## src/design/phms_pkg.sv

```systemverilog
// package: register map, field positions, frame states and carriers of the management block
package phms_pkg;

    // register addresses on the serial management bus
    localparam logic [4:0] REG_CTRL = 5'h00;
    localparam logic [4:0] REG_ADV = 5'h04;
    localparam logic [4:0] REG_LP = 5'h05;
    localparam logic [4:0] REG_NP = 5'h07;
    localparam logic [4:0] REG_LPNP = 5'h08;
    localparam logic [4:0] REG_SPEC = 5'h10;
    localparam logic [4:0] REG_IEN = 5'h12;
    localparam logic [4:0] REG_ISTS = 5'h13;
    localparam logic [4:0] REG_LED = 5'h16;
    localparam logic [4:0] REG_POL = 5'h19;

    // control register fields
    localparam int B_SWRST = 15;
    localparam int B_SPEED = 13;
    localparam int B_ANEN = 12;
    localparam int B_PDN = 11;
    localparam int B_RESTART = 9;
    localparam int B_DUPLEX = 8;
    // specific control: received next pages go to the partner next page register
    localparam int B_NP_REDIR = 12;
    // interrupt polarity, 1 = active high
    localparam int B_POL = 14;
    // indicator function field of the indicator control register
    localparam int LED_FN_LO = 8;
    localparam int LED_FN_HI = 11;
    localparam logic [3:0] LED_FN_INT = 4'he;

    // implemented enable and status bits: 14..6, 4, 1, 0
    localparam logic [15:0] IEN_MASK = 16'h7fd3;
    localparam logic [15:0] CTRL_WMASK = 16'hbb00;
    localparam logic [15:0] CTRL_RST = 16'h3100;

    // frame fields
    localparam logic [1:0] OP_READ = 2'h2;
    localparam logic [1:0] OP_WRITE = 2'h1;
    localparam logic [4:0] CNT_OP_LAST = 5'h01;
    localparam logic [4:0] CNT_ADDR_LAST = 5'h04;
    localparam logic [4:0] CNT_DATA_LAST = 5'h0f;

    // management clock ceiling; at 250 MHz a half period is at least 15 cycles
    localparam int MDC_MAX_KHZ = 8330;
    localparam int CLK_KHZ = 250000;
    localparam int MDC_MIN_HALF_CYC = CLK_KHZ / (2 * MDC_MAX_KHZ);

    typedef enum logic [2:0] {
        FR_IDLE,
        FR_START,
        FR_OP,
        FR_PHYAD,
        FR_REGAD,
        FR_TA,
        FR_DATA
    } phms_frame_e;

    // control bits currently in force
    typedef struct packed {
        logic aneg_en;
        logic speed;
        logic duplex;
    } phms_ctrl_s;

    // drive value and output enable of the management data pin
    typedef struct packed {
        logic dout;
        logic oe;
    } phms_pin_s;

    typedef struct packed {
        phms_frame_e fr;
        logic [4:0] cnt;
        logic [15:0] sh;
        logic [1:0] op;
        logic [4:0] phyad;
        logic [4:0] regad;
        logic hit;
        logic mdc_q;
        phms_pin_s pin;
        logic [15:0] ctrl;
        logic [15:0] adv;
        logic [15:0] lp;
        logic [15:0] np;
        logic [15:0] lpnp;
        logic [15:0] spec;
        logic [15:0] ien;
        logic [15:0] ists;
        logic [15:0] led;
        logic [15:0] pol;
        phms_ctrl_s eff;
        logic [15:0] adv_lat;
        logic [15:0] np_lat;
        logic ind;
        logic an_start;
        logic started;
        logic link_q;
        logic res_speed;
        logic res_duplex;
    } phms_state_s;

endpackage : phms_pkg

```

## src/design/phms_mgmt.sv

```systemverilog
// serial management slave, interrupt status and negotiation register update logic
`timescale 1ns/100ps
`default_nettype none
module phms_mgmt (
    input wire logic clk_i,
    input wire logic nrst_i,
    input wire logic ce_i,
    input wire logic mdc_i,
    input wire logic mdio_i,
    output logic mdio_o,
    output logic mdio_oe_o,
    input wire logic [4:0] phy_addr_i,
    input wire logic [15:0] event_i,
    input wire logic link_up_i,
    input wire logic ability_enter_i,
    input wire logic np_enter_i,
    input wire logic page_rx_i,
    input wire logic page_next_i,
    input wire logic [15:0] page_i,
    input wire logic partner_no_aneg_i,
    input wire logic pd_speed_i,
    input wire logic led2_normal_i,
    output logic indicator_pin_two_o,
    output logic an_start_o,
    output phms_pkg::phms_ctrl_s eff_ctrl_o,
    output logic [15:0] adv_latched_o,
    output logic [15:0] np_latched_o,
    output logic power_down_o,
    output logic res_speed_o,
    output logic res_duplex_o
);
    phms_pkg::phms_state_s st_r;
    phms_pkg::phms_state_s st_nxt;
    logic [6:0] sync_q;
    logic mdc_s;
    logic mdio_s;
    logic [4:0] addr_s;
    logic rise;
    logic ists_clr;
    logic apply;
    logic int_act;
    logic [15:0] wd;

    // register read decode; unmapped addresses read as zero
    function automatic logic [15:0] rd_reg(input phms_pkg::phms_state_s s,
                                           input logic [4:0] a);
        logic [15:0] v;
        v = 16'h0000;
        case (a)
            phms_pkg::REG_CTRL: v = s.ctrl;
            phms_pkg::REG_ADV: v = s.adv;
            phms_pkg::REG_LP: v = s.lp;
            phms_pkg::REG_NP: v = s.np;
            phms_pkg::REG_LPNP: v = s.lpnp;
            phms_pkg::REG_SPEC: v = s.spec;
            phms_pkg::REG_IEN: v = s.ien;
            phms_pkg::REG_ISTS: v = s.ists;
            phms_pkg::REG_LED: v = s.led;
            phms_pkg::REG_POL: v = s.pol;
            default: v = 16'h0000;
        endcase
        return v;
    endfunction : rd_reg

    // management clock, data and address straps cross into the core clock
    phms_sync #(.W(7)) u_sync (
        .clk_i(clk_i),
        .nrst_i(nrst_i),
        .ce_i(ce_i),
        .d_i({mdc_i, mdio_i, phy_addr_i}),
        .q_o(sync_q)
    );
    assign mdc_s = sync_q[6];
    assign mdio_s = sync_q[5];
    assign addr_s = sync_q[4:0];

    // next state of the whole block
    always_comb begin
        st_nxt = st_r;
        st_nxt.an_start = 1'b0;
        ists_clr = 1'b0;
        apply = 1'b0;
        wd = {st_r.sh[14:0], mdio_s};
        rise = mdc_s & ~st_r.mdc_q;
        st_nxt.mdc_q = mdc_s;
        // frame walker, one step per management clock rising edge
        if (rise) begin
            unique case (st_r.fr)
                phms_pkg::FR_IDLE: begin
                    // no preamble needed: first zero is the start bit
                    if (!mdio_s) begin
                        st_nxt.fr = phms_pkg::FR_START;
                    end
                end
                phms_pkg::FR_START: begin
                    if (mdio_s) begin
                        st_nxt.fr = phms_pkg::FR_OP;
                        st_nxt.cnt = 5'h00;
                    end
                end
                phms_pkg::FR_OP: begin
                    st_nxt.op = {st_r.op[0], mdio_s};
                    st_nxt.cnt = st_r.cnt + 5'h01;
                    if (st_r.cnt == phms_pkg::CNT_OP_LAST) begin
                        st_nxt.fr = phms_pkg::FR_PHYAD;
                        st_nxt.cnt = 5'h00;
                    end
                end
                phms_pkg::FR_PHYAD: begin
                    st_nxt.phyad = {st_r.phyad[3:0], mdio_s};
                    st_nxt.cnt = st_r.cnt + 5'h01;
                    if (st_r.cnt == phms_pkg::CNT_ADDR_LAST) begin
                        st_nxt.fr = phms_pkg::FR_REGAD;
                        st_nxt.cnt = 5'h00;
                    end
                end
                phms_pkg::FR_REGAD: begin
                    st_nxt.regad = {st_r.regad[3:0], mdio_s};
                    st_nxt.cnt = st_r.cnt + 5'h01;
                    if (st_r.cnt == phms_pkg::CNT_ADDR_LAST) begin
                        st_nxt.fr = phms_pkg::FR_TA;
                        st_nxt.cnt = 5'h00;
                        st_nxt.hit = (st_r.phyad == addr_s) &&
                                     ((st_r.op == phms_pkg::OP_READ) ||
                                      (st_r.op == phms_pkg::OP_WRITE));
                    end
                end
                phms_pkg::FR_TA: begin
                    st_nxt.cnt = st_r.cnt + 5'h01;
                    if (st_r.hit && st_r.op == phms_pkg::OP_READ) begin
                        if (st_r.cnt == 5'h00) begin
                            // first bit left to the pull-up, then drive zero
                            st_nxt.pin.oe = 1'b1;
                            st_nxt.pin.dout = 1'b0;
                        end else begin
                            st_nxt.sh = rd_reg(st_r, st_r.regad);
                            st_nxt.pin.dout = st_nxt.sh[15];
                            ists_clr = (st_r.regad == phms_pkg::REG_ISTS);
                        end
                    end
                    if (st_r.cnt != 5'h00) begin
                        st_nxt.fr = phms_pkg::FR_DATA;
                        st_nxt.cnt = 5'h00;
                    end
                end
                phms_pkg::FR_DATA: begin
                    st_nxt.cnt = st_r.cnt + 5'h01;
                    if (st_r.op == phms_pkg::OP_READ) begin
                        // most significant bit first
                        st_nxt.sh = {st_r.sh[14:0], 1'b0};
                        st_nxt.pin.dout = st_r.sh[14];
                    end else begin
                        st_nxt.sh = wd;
                    end
                    if (st_r.cnt == phms_pkg::CNT_DATA_LAST) begin
                        st_nxt.fr = phms_pkg::FR_IDLE;
                        st_nxt.pin.oe = 1'b0;
                        st_nxt.pin.dout = 1'b0;
                        // write takes effect at the sixteenth data bit
                        if (st_r.hit && st_r.op == phms_pkg::OP_WRITE) begin
                            unique case (st_r.regad)
                                phms_pkg::REG_CTRL: begin
                                    st_nxt.ctrl = wd & phms_pkg::CTRL_WMASK;
                                    st_nxt.ctrl[phms_pkg::B_SWRST] = 1'b0;
                                    st_nxt.ctrl[phms_pkg::B_RESTART] = 1'b0;
                                    // staged bits go live on these events and on a link drop
                                    apply = wd[phms_pkg::B_SWRST] |
                                            wd[phms_pkg::B_RESTART] |
                                            (st_r.ctrl[phms_pkg::B_PDN] &
                                             ~wd[phms_pkg::B_PDN]);
                                end
                                phms_pkg::REG_ADV: st_nxt.adv = wd;
                                phms_pkg::REG_NP: st_nxt.np = wd;
                                phms_pkg::REG_SPEC: st_nxt.spec = wd;
                                phms_pkg::REG_IEN: st_nxt.ien = wd & phms_pkg::IEN_MASK;
                                phms_pkg::REG_LED: st_nxt.led = wd;
                                phms_pkg::REG_POL: st_nxt.pol = wd;
                                default: st_nxt.hit = 1'b0;
                            endcase
                        end
                    end
                end
                default: st_nxt.fr = phms_pkg::FR_IDLE;
            endcase
        end
        // a drop of the link also brings staged control bits in force
        st_nxt.link_q = link_up_i;
        if (st_r.link_q && !link_up_i) begin
            apply = 1'b1;
        end
        // first cycle after any hardware reset starts negotiation
        if (!st_r.started) begin
            st_nxt.started = 1'b1;
            st_nxt.an_start = 1'b1;
        end
        if (apply) begin
            st_nxt.eff.aneg_en = st_nxt.ctrl[phms_pkg::B_ANEN];
            st_nxt.eff.speed = st_nxt.ctrl[phms_pkg::B_SPEED];
            st_nxt.eff.duplex = st_nxt.ctrl[phms_pkg::B_DUPLEX];
            st_nxt.an_start = 1'b1;
        end
        // sticky status, a new event beats a clear in the same cycle
        st_nxt.ists = (st_r.ists & ~{16{ists_clr}}) | (event_i & phms_pkg::IEN_MASK);
        // advertisement and next page copies for the arbiter
        if (ability_enter_i) begin
            st_nxt.adv_lat = st_r.adv;
        end
        if (np_enter_i) begin
            st_nxt.np_lat = st_r.np;
        end
        // received page storage
        if (page_rx_i) begin
            if (page_next_i && st_r.spec[phms_pkg::B_NP_REDIR]) begin
                st_nxt.lpnp = page_i;
            end else begin
                st_nxt.lp = page_i;
            end
        end
        // parallel detection fixes half duplex
        st_nxt.res_speed = partner_no_aneg_i ? pd_speed_i : st_nxt.eff.speed;
        st_nxt.res_duplex = partner_no_aneg_i ? 1'b0 : st_nxt.eff.duplex;
        // interrupt onto indicator pin two, else its normal indication
        int_act = |(st_nxt.ists & st_nxt.ien);
        if (st_nxt.led[phms_pkg::LED_FN_HI:phms_pkg::LED_FN_LO] == phms_pkg::LED_FN_INT) begin
            st_nxt.ind = st_nxt.pol[phms_pkg::B_POL] ? int_act : ~int_act;
        end else begin
            st_nxt.ind = led2_normal_i;
        end
    end

    // state register; clock enable freezes everything
    always_ff @(posedge clk_i or negedge nrst_i) begin
        if (!nrst_i) begin
            st_r <= '0;
            st_r.fr <= phms_pkg::FR_IDLE;
            st_r.ctrl <= phms_pkg::CTRL_RST;
            st_r.eff.aneg_en <= phms_pkg::CTRL_RST[phms_pkg::B_ANEN];
            st_r.eff.speed <= phms_pkg::CTRL_RST[phms_pkg::B_SPEED];
            st_r.eff.duplex <= phms_pkg::CTRL_RST[phms_pkg::B_DUPLEX];
            st_r.ind <= 1'b1;
        end else if (ce_i) begin
            st_r <= st_nxt;
        end
    end

    // outputs straight from the state flops
    assign mdio_o = st_r.pin.dout;
    assign mdio_oe_o = st_r.pin.oe;
    assign indicator_pin_two_o = st_r.ind;
    assign an_start_o = st_r.an_start;
    assign eff_ctrl_o = st_r.eff;
    assign adv_latched_o = st_r.adv_lat;
    assign np_latched_o = st_r.np_lat;
    assign power_down_o = st_r.ctrl[phms_pkg::B_PDN];
    assign res_speed_o = st_r.res_speed;
    assign res_duplex_o = st_r.res_duplex;
endmodule : phms_mgmt
`default_nettype wire

```

## src/design/phms_sync.sv

```systemverilog
// two-flop synchroniser for pins that come from outside the clock domain
`timescale 1ns/100ps
`default_nettype none
module phms_sync #(
    parameter int W = 1
) (
    input wire logic clk_i,
    input wire logic nrst_i,
    input wire logic ce_i,
    input wire logic [W-1:0] d_i,
    output logic [W-1:0] q_o
);
    logic [W-1:0] meta_r;
    logic [W-1:0] sync_r;

    // one pair of flops per bit; the first flop feeds only the second
    for (genvar gi = 0; gi < W; gi++) begin : g_bit
        always_ff @(posedge clk_i or negedge nrst_i) begin
            if (!nrst_i) begin
                meta_r[gi] <= 1'b0;
                sync_r[gi] <= 1'b0;
            end else if (ce_i) begin
                meta_r[gi] <= d_i[gi];
                sync_r[gi] <= meta_r[gi];
            end
        end
    end

    assign q_o = sync_r;
endmodule : phms_sync
`default_nettype wire

```

## config.mk

```make
export PLATFORM = sky130hd
export DESIGN_NAME = phms_mgmt
export DESIGN_NICKNAME = d
export VERILOG_FILES = /design/src/design/phms_pkg.sv /design/src/design/phms_mgmt.sv /design/src/design/phms_sync.sv
export SDC_FILE = /design/constraint.sdc
export NUM_CORES = 1
export LEC_CHECK = 0
export BUFFER_PORTS_ARGS = -buffer_cell sky130_fd_sc_hd__buf_2
export CAP_MARGIN = 5
export CORE_AREA = 4 4 150 152
export DETAILED_ROUTE_END_ITERATION = 12
export DIE_AREA = 0 0 154 156
export PLACE_DENSITY_LB_ADDON = 0.3
export SYNTH_ARGS = -nofsm -noshare
export SYNTH_HDL_FRONTEND = slang
export SYNTH_HIERARCHICAL = 1
export SYNTH_SLANG_ARGS = --single-unit
```

## constraint.sdc

```tcl
create_clock -name clk_i -period 3.1 [get_ports clk_i]
set_input_delay 0.31 -clock clk_i [delete_from_list [all_inputs] [get_ports clk_i]]
set_output_delay 0.31 -clock clk_i [all_outputs]
set_load 0.1 [all_outputs]
```

==> summary.md, run 1 <==
| Metric | Value |
|---|---|
| Status | `finished, final reports clean` |
| Hold crit path type | `primary input to flop` |
| Gate power share | `~10%` |
| Core area | `between 20000 and 25000 sq um` |
| Share of cells above drive strength 1 | `36.57%` |
| Initial Utilization | `between 50% and 60%` |
| Maxcap violations | `0` |
| FF/Latch Area | `6065 sq um` |
| Setup TNS | `0 ns` |
| Routed wire length per instance | `roughly 22 microns` |
| Inserted Clock Buffers | `26` |
| Clock Power Share | `a little over two fifths` |
| Post-synth EDFFs | `0` |
| Worst Hold Margin | `between 0.015 and 0.02 ns` |
| Worst Max-Slew Pin Slew | `around 1.0 ns` |
| Post-CTS setup buffers | `0` |
| H-Tree Depth | `1` |
| Area grow syn2layout | `14.67%` |
| Syn. warnings | `6` |
| Most common cell after layout, fill and taps aside | `dfrtp_1` |
| Fin crit period | `approximately 2.9 ns` |
| Via count | `about 7900` |
| Post-DP Area | `approximately 12000 sq um` |
| Slew headroom | `between 30% and 40%` |
| Critical Path End Type | `flop` |
| CP dominant cell by count | `ha_1` |
| Max Fanout on Critical Path | `14` |
| Post-route ant nets | `0` |
| Reg power frac | `a little under half` |
| First-pass GRT wire length | `between 40 and 50 mm` |
| Congestion Overflow GR | `0` |
| Gpl congestion | `a little under 0.9` |
| Asr flop ratio synth | `100.0%` |
| CTS Root Cell | `clkbuf_16` |
| Routed met2 length | `between 10 and 15 mm` |
| Tcrit/Tclk final | `slightly above 90%` |
| Slew Viols, Final | `0` |
| DR iter-0 viols | `715` |
| Worst VDD drop | `a little under 0.0004 V` |
| Yosys cell types | `55` |
| Chip height | `around 160 microns` |
| Worst EP required | `roughly 3.6 ns` |
| Syn Area/Cell | `around 12 sq um` |
| Number of global-route vias before repair | `7956` |
| Gr usage total | `23.81%` |
| Initial antenna violation count | `0` |
| Sw Share | `24.69%` |
| Net Count, Synth | `between 1000 and 1500` |
| DP Wirelength | `just under 20 mm` |
| CP peak stage delay | `between 0.4 and 0.5 ns` |
| Clock Path Buffers | `3` |
| DRC Markers | `0` |
| CP delay by family, top | `simple AND/OR/NAND/NOR gates` |
| Die area | `around 24000 sq um` |
| Die Width | `between 150 and 200 microns` |
| PortBufs | `87` |
| Pint | `about 0.0055 W` |
| Routed met3 length | `1.897 mm` |
| Leakage power | `a little over 6 nW` |
| Mapped Area | `between 10000 and 15000 sq um` |
| CP Class | `flop to flop` |
| Met1 WL | `12.44 mm` |
| Crit start category | `flop` |
| Drt first pass iters | `5` |
| Worst-Skew Late Latency | `approximately 0.53 ns` |
| Area of the multi-input gates | `about 4700 sq um` |
| Final hold viol count | `0` |
| Row cnt | `53` |
| Crit path buf inv count | `1` |
| Register area share after synthesis | `between 50 and 60%` |
| DR top layer | `met4` |
| Critical path cell sequence | `ha_1 -> and3_1 -> ha_1 -> nand4b_1 -> nor4_4 -> buf_6 -> mux2_2 -> a221oi_1 -> nand4_1 -> xnor2_1 -> a31oi_1` |
| RSZ-0062 raised after global routing | `no` |
| Reg2reg setup slack | `about 0.21 ns` |
| Synthesized flop and latch total | `between 200 and 250` |
| Most frequent cells in the layout | `235 x dfrtp_1, 186 x mux2_2, 86 x buf_2` |
| PD cells | `around 570 nW/um^2` |
| Core Util, Final | `just over 60%` |
| Worst-path clk slew | `roughly 0.060 ns` |
| Drt via density | `approximately 6` |
| Fillers | `1643` |
| Clk sinks | `242` |
| WL final | `between 20 and 30 mm` |
| Clock Skew | `around 0.013 ns` |
| # IOs | `slightly above 90` |
| Top FF cell, synth | `dfrtp_1` |
| # diodes | `0` |
| Slowest stage cell, crit path | `dfrtp_1` |
| Nets | `around 1100` |
| Max Fclk | `roughly 0.35 GHz` |
| CTS tree | `built` |
| Post-route cell area | `between 10000 and 15000 sq um` |
| Syn Inst Count | `around 950` |
| Net Sw Power | `approximately 0.0018 W` |
| Worst Path Arrival | `roughly 3.3 ns` |
| Largest net degree at the start of global routing | `80` |
| Final setup violation count | `0` |
worst register-to-register path: stages (launching register included):
cell and delay [ns]:
dfrtp_1 0.42, ha_1 0.21, and3_1 0.17, ha_1 0.18, nand4b_1 0.19, nor4_4 0.27, buf_6 0.26, mux2_2 0.36
a221oi_1 0.30, nand4_1 0.16, xnor2_1 0.15, a31oi_1 0.17
final cells by class:
class / instances / share of cell area, %
inverter: 17 / 0.4909
timing repair buffer: 140 / 7.113
tap: 275 / 2.647
sequential: 242 / 46.65
clock buffer: 36 / 5.910
multi-input combinational: 594 / 36.07
clock inverter: 10 / 1.116
synth_stat cells, types with 6 or more instances:
cell	instances	area, sq um
clkbuf_1	51	191.4
a221oi_1	18	157.7
a21oi_1	31	155.2
nor3_1	6	30.03
ha_1	6	75.07
inv_1	17	63.81
buf_4	36	270.3
a22oi_1	28	210.2
o21ai_0	58	290.3
a22o_1	13	113.9
o22ai_1	7	43.79
nor2b_1	8	50.05
and2_1	8	50.05
nand4b_1	6	52.55
dfrtp_1	235	5881
buf_2	6	30.03
nand4_1	8	50.05
a31oi_1	22	137.6
nand2_1	75	281.5
nor2_1	23	86.33
mux2_2	186	2095
a211oi_1	6	45.04
dfstp_2	7	183.9
mux2i_1	32	320.3
what timing repair did:
action / in CTS / in global routing
setup endpoints to repair: 0 / 2
hold buffers: 6 / 0
endpoints found under the hold margin: 77 / 0
gates resized for setup: 0 / 2
flip-flops by register name (all words and copies together) (netlist names), 3 cells and up:
name / flops
st_r: 186
eff_ctrl_o: 3
adv_latched_o: 16
u_sync/meta_r: 7
np_latched_o: 16
u_sync/q_o: 7
metal layers:
metal / vias up / global-route usage, %
met4: 0 / 6.224
met1: 4015 / 33.86
met2: 269 / 38.23
met5: - / 0
li1: 3597 / -
met3: 58 / 4.272
per-stage QoR:
step / power, W / setup slack [ns] / instances
floorplan: 0.003897 / 0.1759 / 951
global placement: 0.004152 / 0.1673 / 1262
detailed placement: 0.004175 / 0.07543 / 1262
CTS: 0.007424 / 0.04721 / 1314
global route: 0.007638 / 0.03660 / 1314
finish: 0.007360 / 0.2083 / 1314
worst paths after layout:
path / from / endpoint / cells past startpoint
max: st_r[233] / indicator_pin_two_o / 11
min: mdc_i / u_sync/meta_r[6] / 2
max reg2reg: st_r[233] / indicator_pin_two_o / 11
min reg2reg: st_r[3] / st_r[3] / 1
max in group asynchronous: nrst_i / st_r[160] / 3
min in group asynchronous: nrst_i / adv_latched_o[2] / 2
cells by family (layout without fill, tap and decap cells):
kind of cell | Yosys count | in the layout | share of synthesized area, %
DFF | 242 | 242 | 53.49
muxes | 218 | 218 | 21.30
AOI/OAI and AO/OA | 206 | 206 | 11.86
and+or+nand+nor | 158 | 158 | 7.019
buffers and inverters | 115 | 203 | 5.198
adders and majority gates | 6 | 6 | 0.6622
xor gates and xnor gates | 6 | 6 | 0.4636
power groups by stage:
| stage | registers (W) | logic (W) | clock network (W) |
|---|---|---|---|
| global route | 0.00341 | 0.000806 | 0.00342 |
| floorplan | 0.00344 | 0.000456 | 0 |
| global placement | 0.00344 | 0.000712 | 0 |
| finish | 0.00339 | 0.000733 | 0.00323 |
| detailed placement | 0.00345 | 0.000728 | 0 |
| CTS | 0.00339 | 0.000736 | 0.00330 |
Note: power is estimated with default switching activity, not from simulation.
==> run 2: changes to the inputs <==
--- a/config.mk
+++ b/config.mk
@@ -11,6 +11,7 @@
 export DETAILED_ROUTE_END_ITERATION = 12
 export DIE_AREA = 0 0 154 156
 export PLACE_DENSITY_LB_ADDON = 0.3
+export RECOVER_POWER = 100
 export SYNTH_ARGS = -nofsm -noshare
 export SYNTH_HDL_FRONTEND = slang
 export SYNTH_HIERARCHICAL = 1
==> run 2 against run 1 <==
Effect of this change: the flow now finishes with violations (capacitance limit, slew limit); hold slack lost 0.0028 ns; non-clock buffer count stayed put; wire length hardly changed; design area down 0.90%; sequential power is essentially flat; count of clock-buffer cells in the layout unchanged; maximum frequency is 0.25% lower; final cell count unchanged; combinational power is 2% lower; power fell by 0.19%; register-to-register slack about the same; clock skew down 0.0032 ns; critical path type unchanged; critical endpoint is now st_r[226]; largest cell class unchanged.
==> summary.md, run 2 (synthesized netlist as in run 1, its figures left out) <==
| Metric | Value |
|---|---|
| Worst Hold Margin | `around 0.016 ns` |
| Post-CTS setup buffers | `0` |
| DP Wirelength | `around 19 mm` |
| Number of global-route vias before repair | `just under 8000` |
| H-Tree Depth | `1` |
| Fillers | `1690` |
| CTS Root Cell | `clkbuf_16` |
| Setup TNS | `0 ns` |
| Post-route ant nets | `0` |
| Clock Path Buffers | `3` |
| Max Fclk | `0.3450 GHz` |
| Slew Viols, Final | `77` |
| Via count | `between 7000 and 8000` |
| Worst Hold Path Cells | `2` |
| Biggest register | `st_r` |
| Worst Hold Launch | `mdc_i` |
| Failing checks | `capacitance limit, slew limit` |
| Initial Utilization | `a little over half` |
| Final setup violation count | `0` |
| Post-DP Area | `12020 sq um` |
| Worst-Skew Late Latency | `about 0.53 ns` |
| Slowest stage cell, crit path | `nor3_1` |
| Core area | `about 21000 sq um` |
| R2R Path End | `st_r[226]` |
| Gr usage total | `between 20% and 30%` |
| Clock Skew | `around 0.010 ns` |
| PD cells | `approximately 570 nW/um^2` |
| Worst Path Arrival | `between 3 and 4 ns` |
| Final hold viol count | `0` |
| Reg2reg setup slack | `just over 0.2 ns` |
| Area grow syn2layout | `13.63%` |
| Drt via density | `about 6.1` |
| WL final | `28.67 mm` |
| Gpl congestion | `roughly 0.87` |
| First-pass GRT wire length | `about 46 mm` |
| Nets | `roughly 1100` |
| Crit path from | `st_r[205]` |
| Initial antenna violation count | `0` |
| Slew headroom | `-37.75%` |
| Fin crit period | `about 2.9 ns` |
| CP peak stage delay | `~0.76 ns` |
| CP Class | `flop to flop` |
| R2r startpoint | `st_r[205]` |
| Worst Max-Slew Pin Slew | `a little over 2 ns` |
| Row cnt | `between 50 and 60` |
| PortBufs | `87` |
| Drt first pass iters | `5` |
| Most frequent cells in the layout | `235 x dfrtp_1, 185 x mux2_2, 75 x nand2_1` |
| # diodes | `0` |
| Inserted Clock Buffers | `26` |
| Status | `finished with violations` |
| Critical path cell sequence | `clkbuf_1 -> or3b_1 -> nor3_1 -> clkbuf_2 -> a22oi_1 -> a31oi_1 -> a21oi_1 -> o21ai_0` |
| Place WS | `0.07543 ns` |
| Max Fanout on Critical Path | `10` |
| Hold path endpoint | `u_sync/meta_r[6]` |
| Die area | `24020 sq um` |
| Largest net degree at the start of global routing | `80` |
| Chip height | `between 150 and 200 microns` |
| Congestion Overflow GR | `0` |
| Worst-path clk slew | `0.06 ns` |
| Reg2reg path depth | `8` |
| Max FFs per register | `~190` |
| Critical Path End Type | `flop` |
| Tcrit/Tclk final | `93.51%` |
| Worst EP required | `around 3.5 ns` |
| Share of cells above drive strength 1 | `roughly a third` |
| RSZ-0062 raised after global routing | `no` |
| Die Width | `between 150 and 200 microns` |
| Worst VDD drop | `0.0003861 V` |
| Leakage power | `slightly below 6 nW` |
| DRC Markers | `0` |
| CTS tree | `built` |
| # IOs | `92` |
| Most common cell after layout, fill and taps aside | `dfrtp_1` |
| Hold crit path type | `primary input to flop` |
| Setup WS post-layout | `0.2012 ns` |
| Routed wire length per instance | `~22 microns` |
| Maxcap violations | `1` |
| Clk sinks | `around 240` |
| Post-route cell area | `between 10000 and 15000 sq um` |
| DR iter-0 viols | `between 600 and 700` |
| Crit start category | `flop` |
==> run 2: critical path, delay by kind of cell, from the launching register on <==
| kind | cells | cell delay (ns) |
|---|---|---|
| buf+inv | 2 | 0.66 |
| flops | 1 | 0.38 |
| compound gates | 4 | 0.56 |
| simple gates | 2 | 1.20 |
==> run 2: stage by stage <==
step | total power, W | utilization (%) | std cells
after global placement | 0.004152 | 57.18 | 1262
final | 0.007346 | 61.28 | 1314
after floorplan | 0.003897 | - | 951
after CTS | 0.007424 | 61.81 | 1314
after global routing | 0.007625 | 61.28 | 1314
after detailed placement | 0.004175 | 57.18 | 1262
==> run 2: power breakdown <==
part           internal, W  switching (W)  total (W)
Combinational     0.000273       0.000445   0.000719
Clock              0.00198        0.00125    0.00323
Sequential         0.00328       0.000117    0.00339
Total              0.00553        0.00182    0.00735
==> run 2: how the worst max path moves through the flow <==
stage,endpoint
floorplan,indicator_pin_two_o
global route,res_speed_o
global placement,indicator_pin_two_o
CTS,indicator_pin_two_o
finish,st_r[226]
detailed placement,indicator_pin_two_o
==> run 2: what timing repair did <==
item	4_1_cts	5_1_grt
setup endpoints to repair	0	2
hold endpoints to repair	77	0
hold buffers	6	0
gates resized for setup	0	2
==> run 2: area by class of cell <==
type | count | area, sq um | area share, %
Tap cell | 275 | 344.1 | 2.671
Inverter | 17 | 63.81 | 0.4953
Clock inverter | 10 | 145.1 | 1.127
Multi-Input combinational cell | 594 | 4681 | 36.33
Sequential cell | 242 | 6065 | 47.08
Clock buffer | 36 | 768.2 | 5.963
Timing Repair Buffer | 140 | 815.8 | 6.333
==> run 2: metal layers <==
layer | vias to the layer above | global-route usage (%) | wire [microns]
met5 | - | 0 | 0
met4 | 0 | 6.224 | 624
met3 | 56 | 4.272 | 1938
met2 | 263 | 38.23 | 13580
met1 | 4042 | 33.86 | 12520
li1 | 3592 | - | -
